[config.mk]
export PLATFORM = sky130hd
export DESIGN_NAME = nv_module_ctrl_flat
export DESIGN_NICKNAME = d
export VERILOG_FILES = /design/src/rtl/nv_handoff_pkg.sv /design/src/rtl/nv_handoff_if.sv /design/src/rtl/nv_module_ctrl.sv /design/src/flat_wrapper.sv
export SDC_FILE = /design/constraint.sdc
export NUM_CORES = 1
export LEC_CHECK = 0
export BUFFER_PORTS_ARGS = -buffer_cell sky130_fd_sc_hd__clkbuf_2
export CAP_MARGIN = 20
export CORE_UTILIZATION = 40
export DETAILED_ROUTE_END_ITERATION = 6
export SYNTH_ARGS = -nofsm -noshare
export SYNTH_HDL_FRONTEND = slang
export SYNTH_SLANG_ARGS = --single-unit
[constraint.sdc]
create_clock -name ref_clk_in -period 4.8 [get_ports ref_clk_in]
set_clock_uncertainty 0.2 [all_clocks]
set_input_delay 1.44 -clock ref_clk_in [delete_from_list [all_inputs] [get_ports ref_clk_in]]
set_output_delay 1.44 -clock ref_clk_in [all_outputs]
set_load 0.01 [all_outputs]
[src/rtl/nv_handoff_pkg.sv]
package nv_handoff_pkg;
  // =====================================
  // addressing and bank layout
  localparam int ROW_BITS = 16;
  localparam int COL_BITS = 10;
  localparam int BG_BITS = 2;
  localparam int BA_BITS = 2;
  localparam int GROUPS = 4;
  localparam int BANKS_PER_GROUP = 4;
  localparam int BANKS = GROUPS * BANKS_PER_GROUP;
  // =====================================
  // burst and latency
  localparam logic [3:0] BURST_CHOP_FOUR_LEN = 4'h4;
  localparam logic [3:0] BURST_LENGTH_EIGHT_LEN = 4'h8;
  localparam logic [4:0] CAS_LATENCY_FAST = 5'h11;
  localparam logic [4:0] CAS_LATENCY_SLOW = 5'h0f;
  localparam real FAST_CLK_PERIOD_NS = 0.83;
  // =====================================
  // module controller timing, in ref clock cycles
  localparam logic [15:0] SAVE_CYCLES = 16'h0040;
  localparam logic [15:0] RESTORE_CYCLES = 16'h0040;
  localparam logic [15:0] SHUTDOWN_CYCLES = 16'h0004;
  // =====================================
  // module controller states, gray along save path
  typedef enum logic [2:0] {
    ST_IDLE = 3'h0,
    ST_SAVE = 3'h1,
    ST_DOWN = 3'h3,
    ST_OFF = 3'h2,
    ST_RESTORE = 3'h6
  } nv_state_e;
  // host states
  typedef enum logic [2:0] {
    H_RUN = 3'h0,
    H_DRAIN = 3'h1,
    H_SELF_REFRESH = 3'h3,
    H_HANDED = 3'h2,
    H_EXIT = 3'h6
  } host_state_e;
endpackage

[src/rtl/nv_handoff_if.sv]
`timescale 1ns/1ps
`default_nettype none
interface nv_handoff_if;
  logic sdram_clk_enable_zero;
  logic sdram_reset_n;
  logic rank_select_n;
  logic [nv_handoff_pkg::ROW_BITS-1:0] addr;
  logic [nv_handoff_pkg::BG_BITS-1:0] bank_group_select;
  logic [nv_handoff_pkg::BA_BITS-1:0] bank_select;
  logic per_command_burst_select;
  logic save_req_n;
  logic mgmt_save_cmd;
  logic mgmt_restore_cmd;
  logic module_owns;
  logic restore_done;
  modport host (
    output sdram_clk_enable_zero, sdram_reset_n, rank_select_n, addr,
    output bank_group_select, bank_select, per_command_burst_select,
    output save_req_n, mgmt_save_cmd, mgmt_restore_cmd,
    input module_owns, restore_done
  );
  modport module_end (
    input sdram_clk_enable_zero, sdram_reset_n, rank_select_n, addr,
    input bank_group_select, bank_select, per_command_burst_select,
    input save_req_n, mgmt_save_cmd, mgmt_restore_cmd,
    output module_owns, restore_done
  );
endinterface
`default_nettype wire

[src/rtl/nv_module_ctrl.sv]
`timescale 1ns/1ps
`default_nettype none
module nv_module_ctrl #(
  parameter logic [15:0] SAVE_LEN = nv_handoff_pkg::SAVE_CYCLES,
  parameter logic [15:0] RESTORE_LEN = nv_handoff_pkg::RESTORE_CYCLES
) (
  input wire logic ref_clk_in,
  input wire logic rst_in,
  nv_handoff_if.module_end link,
  input wire logic system_power_good_in,
  input wire logic cke_trigger_enable_in,
  output logic flash_write_out,
  output logic [nv_handoff_pkg::BG_BITS+nv_handoff_pkg::BA_BITS-1:0] flash_bank_out,
  output logic saved_valid_out,
  output logic shutdown_out,
  output logic [3:0] burst_len_out,
  output logic [nv_handoff_pkg::BANKS-1:0] bank_open_out
);
  // =====================================
  // trigger detection
  nv_handoff_pkg::nv_state_e state;
  logic [15:0] count;
  logic cke_prev;
  logic cke_fall;
  logic trigger;

  always_ff @(posedge ref_clk_in or posedge rst_in) begin
    if (rst_in) begin
      cke_prev <= 1'b1;
    end else begin
      cke_prev <= link.sdram_clk_enable_zero;
    end
  end

  assign cke_fall = cke_prev & ~link.sdram_clk_enable_zero;
  assign trigger = ~link.save_req_n | (cke_fall & cke_trigger_enable_in) | link.mgmt_save_cmd;

  // =====================================
  // save / restore sequencer
  always_ff @(posedge ref_clk_in or posedge rst_in) begin
    if (rst_in) begin
      state <= nv_handoff_pkg::ST_IDLE;
      count <= 16'h0000;
    end else begin
      case (state)
        nv_handoff_pkg::ST_IDLE: begin
          count <= 16'h0000;
          // save only from self refresh
          // explicit restore wins: its self-refresh entry also drops clock enable
          if (link.mgmt_restore_cmd && !link.sdram_clk_enable_zero) begin
            state <= nv_handoff_pkg::ST_RESTORE;
          end else if (trigger && !link.sdram_clk_enable_zero) begin
            state <= nv_handoff_pkg::ST_SAVE;
          end
        end
        nv_handoff_pkg::ST_SAVE: begin
          count <= count + 16'h0001;
          // copy every bank, then shut down only if system power is not good, else back to idle
          if (count == SAVE_LEN - 16'h0001) begin
            count <= 16'h0000;
            state <= system_power_good_in ? nv_handoff_pkg::ST_IDLE
                                          : nv_handoff_pkg::ST_DOWN;
          end
        end
        nv_handoff_pkg::ST_DOWN: begin
          count <= count + 16'h0001;
          if (count == nv_handoff_pkg::SHUTDOWN_CYCLES - 16'h0001) begin
            state <= nv_handoff_pkg::ST_OFF;
          end
        end
        nv_handoff_pkg::ST_OFF: begin
          count <= 16'h0000;
        end
        nv_handoff_pkg::ST_RESTORE: begin
          count <= count + 16'h0001;
          if (count == RESTORE_LEN - 16'h0001) begin
            count <= 16'h0000;
            state <= nv_handoff_pkg::ST_IDLE;
          end
        end
        default: state <= nv_handoff_pkg::ST_IDLE;
      endcase
    end
  end

  // =====================================
  // outputs
  always_ff @(posedge ref_clk_in or posedge rst_in) begin
    if (rst_in) begin
      flash_write_out <= 1'b0;
      flash_bank_out <= '0;
      saved_valid_out <= 1'b0;
      shutdown_out <= 1'b0;
      link.restore_done <= 1'b0;
    end else begin
      flash_write_out <= (state == nv_handoff_pkg::ST_SAVE);
      flash_bank_out <= count[3:0];
      shutdown_out <= (state == nv_handoff_pkg::ST_OFF);
      link.restore_done <= (state == nv_handoff_pkg::ST_RESTORE) &&
                           (count == RESTORE_LEN - 16'h0001);
      if (state == nv_handoff_pkg::ST_SAVE && count == SAVE_LEN - 16'h0001) begin
        saved_valid_out <= 1'b1;
      end
    end
  end

  assign link.module_owns = (state == nv_handoff_pkg::ST_SAVE) ||
                            (state == nv_handoff_pkg::ST_RESTORE) ||
                            (state == nv_handoff_pkg::ST_DOWN);

  // =====================================
  // burst mode and bank tracking (SDRAM side view)
  logic mode_chop;
  always_ff @(posedge ref_clk_in or posedge rst_in) begin
    if (rst_in) begin
      mode_chop <= 1'b0;
      burst_len_out <= nv_handoff_pkg::BURST_LENGTH_EIGHT_LEN;
    end else if (link.sdram_clk_enable_zero && !link.rank_select_n) begin
      burst_len_out <= (link.per_command_burst_select | mode_chop)
                       ? nv_handoff_pkg::BURST_CHOP_FOUR_LEN
                       : nv_handoff_pkg::BURST_LENGTH_EIGHT_LEN;
      // mode write modelled as a command with the top address bit set, a12 as chop bit
      if (link.addr[nv_handoff_pkg::ROW_BITS-1]) begin
        mode_chop <= link.addr[12];
      end
    end
  end

  // decode group and bank into one slot
  genvar g;
  generate
    for (g = 0; g < nv_handoff_pkg::BANKS; g++) begin : gen_bank
      always_ff @(posedge ref_clk_in or posedge rst_in) begin
        if (rst_in) begin
          bank_open_out[g] <= 1'b0;
        end else if (!link.sdram_reset_n) begin
          bank_open_out[g] <= 1'b0;
        end else if (link.sdram_clk_enable_zero && !link.rank_select_n &&
                     {link.bank_group_select, link.bank_select} == 4'(g)) begin
          bank_open_out[g] <= 1'b1;
        end
      end
    end
  endgenerate
endmodule
`default_nettype wire

[src/flat_wrapper.sv]
// flat-port wrapper written by rule: the top's interface ports become plain ports
module nv_module_ctrl_flat 
#(
  parameter logic [15:0] SAVE_LEN = nv_handoff_pkg::SAVE_CYCLES,
  parameter logic [15:0] RESTORE_LEN = nv_handoff_pkg::RESTORE_CYCLES
)
  (ref_clk_in, rst_in, system_power_good_in, cke_trigger_enable_in, flash_write_out, flash_bank_out, saved_valid_out, shutdown_out, burst_len_out, bank_open_out, link_sdram_clk_enable_zero, link_sdram_reset_n, link_rank_select_n, link_addr, link_bank_group_select, link_bank_select, link_per_command_burst_select, link_save_req_n, link_mgmt_save_cmd, link_mgmt_restore_cmd, link_module_owns, link_restore_done);
  nv_handoff_if link_i ();
  input wire logic ref_clk_in;
  input wire logic rst_in;
  input wire logic system_power_good_in;
  input wire logic cke_trigger_enable_in;
  output logic flash_write_out;
  output logic [nv_handoff_pkg::BG_BITS+nv_handoff_pkg::BA_BITS-1:0] flash_bank_out;
  output logic saved_valid_out;
  output logic shutdown_out;
  output logic [3:0] burst_len_out;
  output logic [nv_handoff_pkg::BANKS-1:0] bank_open_out;
  input wire logic [$bits(link_i.sdram_clk_enable_zero)-1:0] link_sdram_clk_enable_zero;
  input wire logic [$bits(link_i.sdram_reset_n)-1:0] link_sdram_reset_n;
  input wire logic [$bits(link_i.rank_select_n)-1:0] link_rank_select_n;
  input wire logic [$bits(link_i.addr)-1:0] link_addr;
  input wire logic [$bits(link_i.bank_group_select)-1:0] link_bank_group_select;
  input wire logic [$bits(link_i.bank_select)-1:0] link_bank_select;
  input wire logic [$bits(link_i.per_command_burst_select)-1:0] link_per_command_burst_select;
  input wire logic [$bits(link_i.save_req_n)-1:0] link_save_req_n;
  input wire logic [$bits(link_i.mgmt_save_cmd)-1:0] link_mgmt_save_cmd;
  input wire logic [$bits(link_i.mgmt_restore_cmd)-1:0] link_mgmt_restore_cmd;
  output wire logic [$bits(link_i.module_owns)-1:0] link_module_owns;
  output wire logic [$bits(link_i.restore_done)-1:0] link_restore_done;
  assign link_i.sdram_clk_enable_zero = link_sdram_clk_enable_zero;
  assign link_i.sdram_reset_n = link_sdram_reset_n;
  assign link_i.rank_select_n = link_rank_select_n;
  assign link_i.addr = link_addr;
  assign link_i.bank_group_select = link_bank_group_select;
  assign link_i.bank_select = link_bank_select;
  assign link_i.per_command_burst_select = link_per_command_burst_select;
  assign link_i.save_req_n = link_save_req_n;
  assign link_i.mgmt_save_cmd = link_mgmt_save_cmd;
  assign link_i.mgmt_restore_cmd = link_mgmt_restore_cmd;
  assign link_module_owns = link_i.module_owns;
  assign link_restore_done = link_i.restore_done;
  nv_module_ctrl #(.SAVE_LEN(SAVE_LEN), .RESTORE_LEN(RESTORE_LEN)) u_core (.ref_clk_in(ref_clk_in), .rst_in(rst_in), .link(link_i), .system_power_good_in(system_power_good_in), .cke_trigger_enable_in(cke_trigger_enable_in), .flash_write_out(flash_write_out), .flash_bank_out(flash_bank_out), .saved_valid_out(saved_valid_out), .shutdown_out(shutdown_out), .burst_len_out(burst_len_out), .bank_open_out(bank_open_out));
endmodule
# ---- Word level (Yosys, flattened, before mapping)
# Index checks and enable logic that the tools add are counted.
dict set report word_totals {
  register_bits 49
  latch_bits 0
  ram_bits 0
  romBits 0
  in_bits 31
  out_inout_bits 29
  word_cells 150
  n_memories 0
}
dict set report classes {
  addsub 1
  multipliers 0
  div_mod_pow 0
  magnitude_cmp 0
  n_eq_ne 41
  n_shift 0
  muxes 42
  n_bitwise 8
  reduce_logical 32
}
# operator n
set ops {}
lappend ops {{one-hot mux 16 bit (3 select lines)} 1}
lappend ops {{!= test 2 x 1 -> 1 bit (second input constant)} 19}
lappend ops {{== test 4 bit (second input constant)} 8}
lappend ops {{two-way mux 1 bit} 32}
lappend ops {{logical AND 1 bit} 21}
lappend ops {{adder 16 x 1 -> 16 bit (second input constant)} 1}
lappend ops {{== test 16 x 2 -> 1 bit (second input constant)} 1}
lappend ops {{== test 16 x 6 -> 1 bit (second input constant)} 1}
lappend ops {{== test 4 x 3 -> 1 bit (second input constant)} 4}
lappend ops {{two-way mux 16 bit} 1}
lappend ops {{two-way mux 3 bit} 5}
lappend ops {{one-hot mux 3 bit (5 select lines)} 1}
lappend ops {{== test 4 x 2 -> 1 bit (second input constant)} 2}
lappend ops {{== test 3 x 2 -> 1 bit (second input constant)} 2}
lappend ops {{AND reduction 5 bit} 1}
lappend ops {{== test 4 x 1 -> 1 bit (second input constant)} 1}
lappend ops {{zero test 4 bit} 1}
lappend ops {{two-way mux 4 bit} 1}
lappend ops {{OR reduction 2 bit} 2}
lappend ops {{== test 3 x 1 -> 1 bit (second input constant)} 1}
lappend ops {{== test 3 bit (second input constant)} 1}
lappend ops {{zero test 3 bit} 1}
lappend ops {{!= test 3 x 1 -> 1 bit (second input constant)} 1}
lappend ops {{inverter 1 bit} 3}
lappend ops {{other kinds (7)} 12}

# ---- Longest topological paths before layout
dict set report logic_depth {
  word_depth 9
  depth_mapped 6
  mapped_depth_nobuf 5
}

# ---- Least setup slack after synthesis
# OpenSTA, ideal clock, no wires.
dict set report synth_path {
  path_type {reg-to-output}
  from {register u_core.state[2]}
  to {output port link_module_owns}
  t_arrival_ns 0.870
  required_ns 3.160
  setup_slack_ns 2.290
  stages_incl_launch_ff 4
  path_buffers 1
  path_cell_list {dfrtp_1 > clkbuf_8 > a21boi_0 > inv_1}
}
dict set report synth_via {
  elab_chain_len 3
  word_cells_on_any_way 5
  cone_classes {3 x eq/ne; 2 x reduce/logical}
}
# element line
set synth_lines {}
lappend synth_lines {{start: declaration} nv_module_ctrl.sv:21} ;# nv_handoff_pkg::nv_state_e state;
lappend synth_lines {{start signal: assignment} nv_module_ctrl.sv:42} ;# state <= nv_handoff_pkg::ST_IDLE;
lappend synth_lines {{start signal: assignment} nv_module_ctrl.sv:51} ;# state <= nv_handoff_pkg::ST_RESTORE;
lappend synth_lines {{start signal: assignment} nv_module_ctrl.sv:53} ;# state <= nv_handoff_pkg::ST_SAVE;
lappend synth_lines {{== test 3 x 1 -> 1 bit / == test 3 bit (equally long branches)} {nv_module_ctrl.sv:107, nv_module_ctrl.sv:108}}
lappend synth_lines {{logical OR 1 bit} nv_module_ctrl.sv:107} ;# assign link.module_owns = (state == nv_handoff_pkg::ST_SAVE) ||
lappend synth_lines {{logical OR 1 bit *} nv_module_ctrl.sv:108} ;# (state == nv_handoff_pkg::ST_RESTORE) ||
lappend synth_lines {{end: declaration} flat_wrapper.sv:29} ;# output wire logic [$bits(link_i.module_owns)-1:0] link_module_owns;
# Every way passes the cells marked *; elsewhere a longest branch is shown, timed or not.

# ---- Worst setup path after layout
# Ends and elaborated chain as after synthesis.

==> flow_metrics.tcl <==
set metrics [dict create \
    outcome "finished with violations" \
    violations "DRC" \
    syn_to_final_growth_pct 15.1 \
    synthCells 218 \
    finalHoldViolations 0 \
    r2r_end "u_core.count[9]" \
    cp.arrival_ns 1.81 \
    critPathLaunch "u_core.state[2]" \
    required_ns 3.16 \
    synth-edff-count 0 \
    synth-seq-area-share_pct 52.0 \
    yosys_register_bits 47 \
    syn_area_per_cell_um2 10.4 \
    fmax_mhz 290 \
    cts_hold_buf 0 \
    swShare_pct 29.0 \
    vias_per_cell 5.13 \
    cp.depth 4 \
    first_iter_violations 114 \
    worst_pin_slew_ns 0.744 \
    clock-sinks 47 \
    synth_ff_type "dfrtp_1" \
    whs_ns 0.263 \
    p_leak_nw 1.17 \
    cp-end-kind "output port" \
    grt_pass1_wl_um 7530 \
    io_pins 60 \
    totalWireLength_um 4380 \
    core_area_um2 5470 \
    p_int_mw 0.570 \
    rows 27 \
    grt_pass1_vias 1641 \
    p_per_area_nw_per_um2 308 \
    grt-ovfl-total 0 \
    die_area_um2 5980 \
    p_clk_share_pct 29.2 \
    crit_type "reg2out" \
    ys_warn_count 0 \
    post_synth_num_cell_types 44 \
    grtUsageTotal_pct 16.0 \
    antenna_found_initial 0 \
    worst_r2r_path_depth 4 \
    slew_violations 0 \
    cpMaxStageDelayCell "dfrtp_1" \
    drt_pass1_iterations 6 \
    path_cells "nand2b_1 -> a21boi_0 -> inv_1 -> clkbuf_2" \
    start_util_pct 41.4 \
    layout-drive-gt1-share_pct 24.0 \
    max-slew-margin-rel_pct 50.4 \
    fin_crit_ns 3.45 \
    endpoint "link_module_owns" \
    cp_top_family "flip-flops" \
    htreeDepth 2 \
    cp_max_fo 22 \
    io_buffers 43 \
    place_congestion 0.751 \
    clock-root-buffer "clkbuf_8" \
    vias 1714 \
    peakVddDrop_uv 167 \
    rrSetupSlack_ns 2.45 \
    hpwl_um 3090 \
    seq_power_share_pct 55.2 \
    clk_pin_slew_ns 0.08 \
    cts_tree "done" \
    cts_resized 0 \
    min_period_over_period_pct 71.9 \
    tns_ns 0 \
    r2r-start "u_core.count[6]" \
    rsz0062_at_grt "no" \
    cts_buffers 5 \
    die_w_um 77.3 \
    nets 294 \
    cts_buffer_depth 2 \
    power_switching_mw 0.233 \
    wl_per_cell_um 13.1 \
    dpl_cell_area_um2 2500 \
    diodes 0 \
    grt_max_degree 48 \
    hold_path_class "reg2reg" \
    die_height_um 77.3 \
    synthesis.area_um2 2270 \
    startpoint_type "flip-flop" \
    drc_errors 2 \
    maxCapViolCount 0 \
    synthArstFlopShare_pct 100 \
    drtAntennaViolNets 0 \
    fin_area_um2 2610 \
    setup_violations 0 \
    cts_setup_buffers 0 \
    cp_slowest_stage_delay_ns 0.83 \
    comb_power_share_pct 15.6 \
    fillCellCount 558 \
    path_buf_inv 2 \
    insertion_delay_ns 0.30 \
]
through the flow:
step | cells | worst slack, ns | power, mW | utilization [%]
after CTS | 333 | 1.33 | 0.817 | 47.3
after floorplan | 219 | 2.05 | 0.540 | -
after global placement | 325 | 1.68 | 0.577 | 45.8
final | 334 | 1.35 | 0.803 | 47.7
after detailed placement | 325 | 1.68 | 0.579 | 45.8
after global routing | 334 | 1.19 | 0.849 | 47.7
cells in the mapped netlist, types with 3 or more instances:
cell type,n,area [um^2]
nand4_1,3,18.8
nand2_1,8,30.0
buf_4,3,22.5
dfrtp_1,45,1130
or4_4,3,33.8
inv_1,9,33.8
xnor2_1,8,70.1
a21oi_1,17,85.1
mux2i_1,3,30.0
nor2b_1,15,93.8
a31oi_1,4,25.0
and3_1,4,25.0
nand3_1,9,45.0
nand2b_1,5,31.3
nor3_1,6,30.0
nor2_1,24,90.1
a211oi_1,4,30.0
or4_1,3,22.5
o21a_1,7,52.6
a21o_1,4,30.0
layout make-up:
cell class              instances  area, um^2  share of cell area, %
repair buffers                 44         235                   9.01
clock inverters                 2        12.5                  0.479
clock buffers                   6        72.6                   2.78
multi-input cells             154         987                   37.8
well taps                      72        90.1                   3.45
flip-flops and latches         47        1180                   45.2
inverters                       9        33.8                   1.29
registers in the layout (all words and copies together), names as in the netlist:
register and cells:
u_core.state 3, u_core.cke_prev 1, u_core.bank_open_out 16, u_core.saved_valid_out 1
u_core.link.restore_done 1, u_core.flash_write_out 1, u_core.shutdown_out 1, u_core.mode_chop 1
u_core.count 16, u_core.flash_bank_out 4, u_core.burst_len_out 2
cells by family after synthesis:
| logic type | count (synthesis) | share of synthesized area, % |
|---|---|---|
| AO/OA/AOI/OAI | 51 | 15.8 |
| XOR/XNOR | 8 | 3.09 |
| adder cells (fa/ha/maj) | 2 | 1.10 |
| buffers and inverters | 18 | 4.69 |
| flip-flops | 47 | 52.0 |
| multiplexers | 5 | 2.32 |
| other | 1 | 0.165 |
| AND/OR/NAND/NOR | 86 | 20.8 |
power by group through the flow:
| stage | combinational, mW | sequential [mW] | clock, mW |
|---|---|---|---|
| 5_1_grt | 0.141 | 0.448 | 0.260 |
| 3_3_place_gp | 0.126 | 0.451 | 0 |
| 6_report | 0.125 | 0.444 | 0.234 |
| 2_1_floorplan | 0.0927 | 0.448 | 0 |
| 3_5_place_dp | 0.126 | 0.452 | 0 |
| 4_1_cts | 0.127 | 0.444 | 0.245 |
placed cells by master, fill, tap and decap left out, types with 6 or more instances in the layout:
master / Yosys / routed
xnor2_1: 8 / 8
dfrtp_1: 45 / 45
nand2_1: 8 / 8
o21a_1: 7 / 7
nor2_1: 24 / 24
nor2b_1: 15 / 15
inv_1: 9 / 8
nand3_1: 9 / 9
a21oi_1: 17 / 17
clkbuf_2: 0 / 43
nor3_1: 6 / 6
worst min-delay path by stage:
stage,startpoint,endpoint,cells after the start
floorplan,u_core.count[3],u_core.flash_bank_out[3],0
global placement,u_core.saved_valid_out,u_core.saved_valid_out,1
detailed placement,u_core.saved_valid_out,u_core.saved_valid_out,1
CTS,u_core.saved_valid_out,u_core.saved_valid_out,1
global route,u_core.saved_valid_out,u_core.saved_valid_out,1
finish,u_core.saved_valid_out,u_core.saved_valid_out,1
metal layers:
metal  up-vias  share of wire, %  global-route usage [%]  wire (um)
met3         6               4.5                    3.81        198
met5         -                 0                       0          0
li1        859                 -                       -          -
met2        44                46                    26.3       2030
met1       805                48                    20.5       2080
met4         0               1.3                    5.66         59
(Power assumes the default switching activity.)
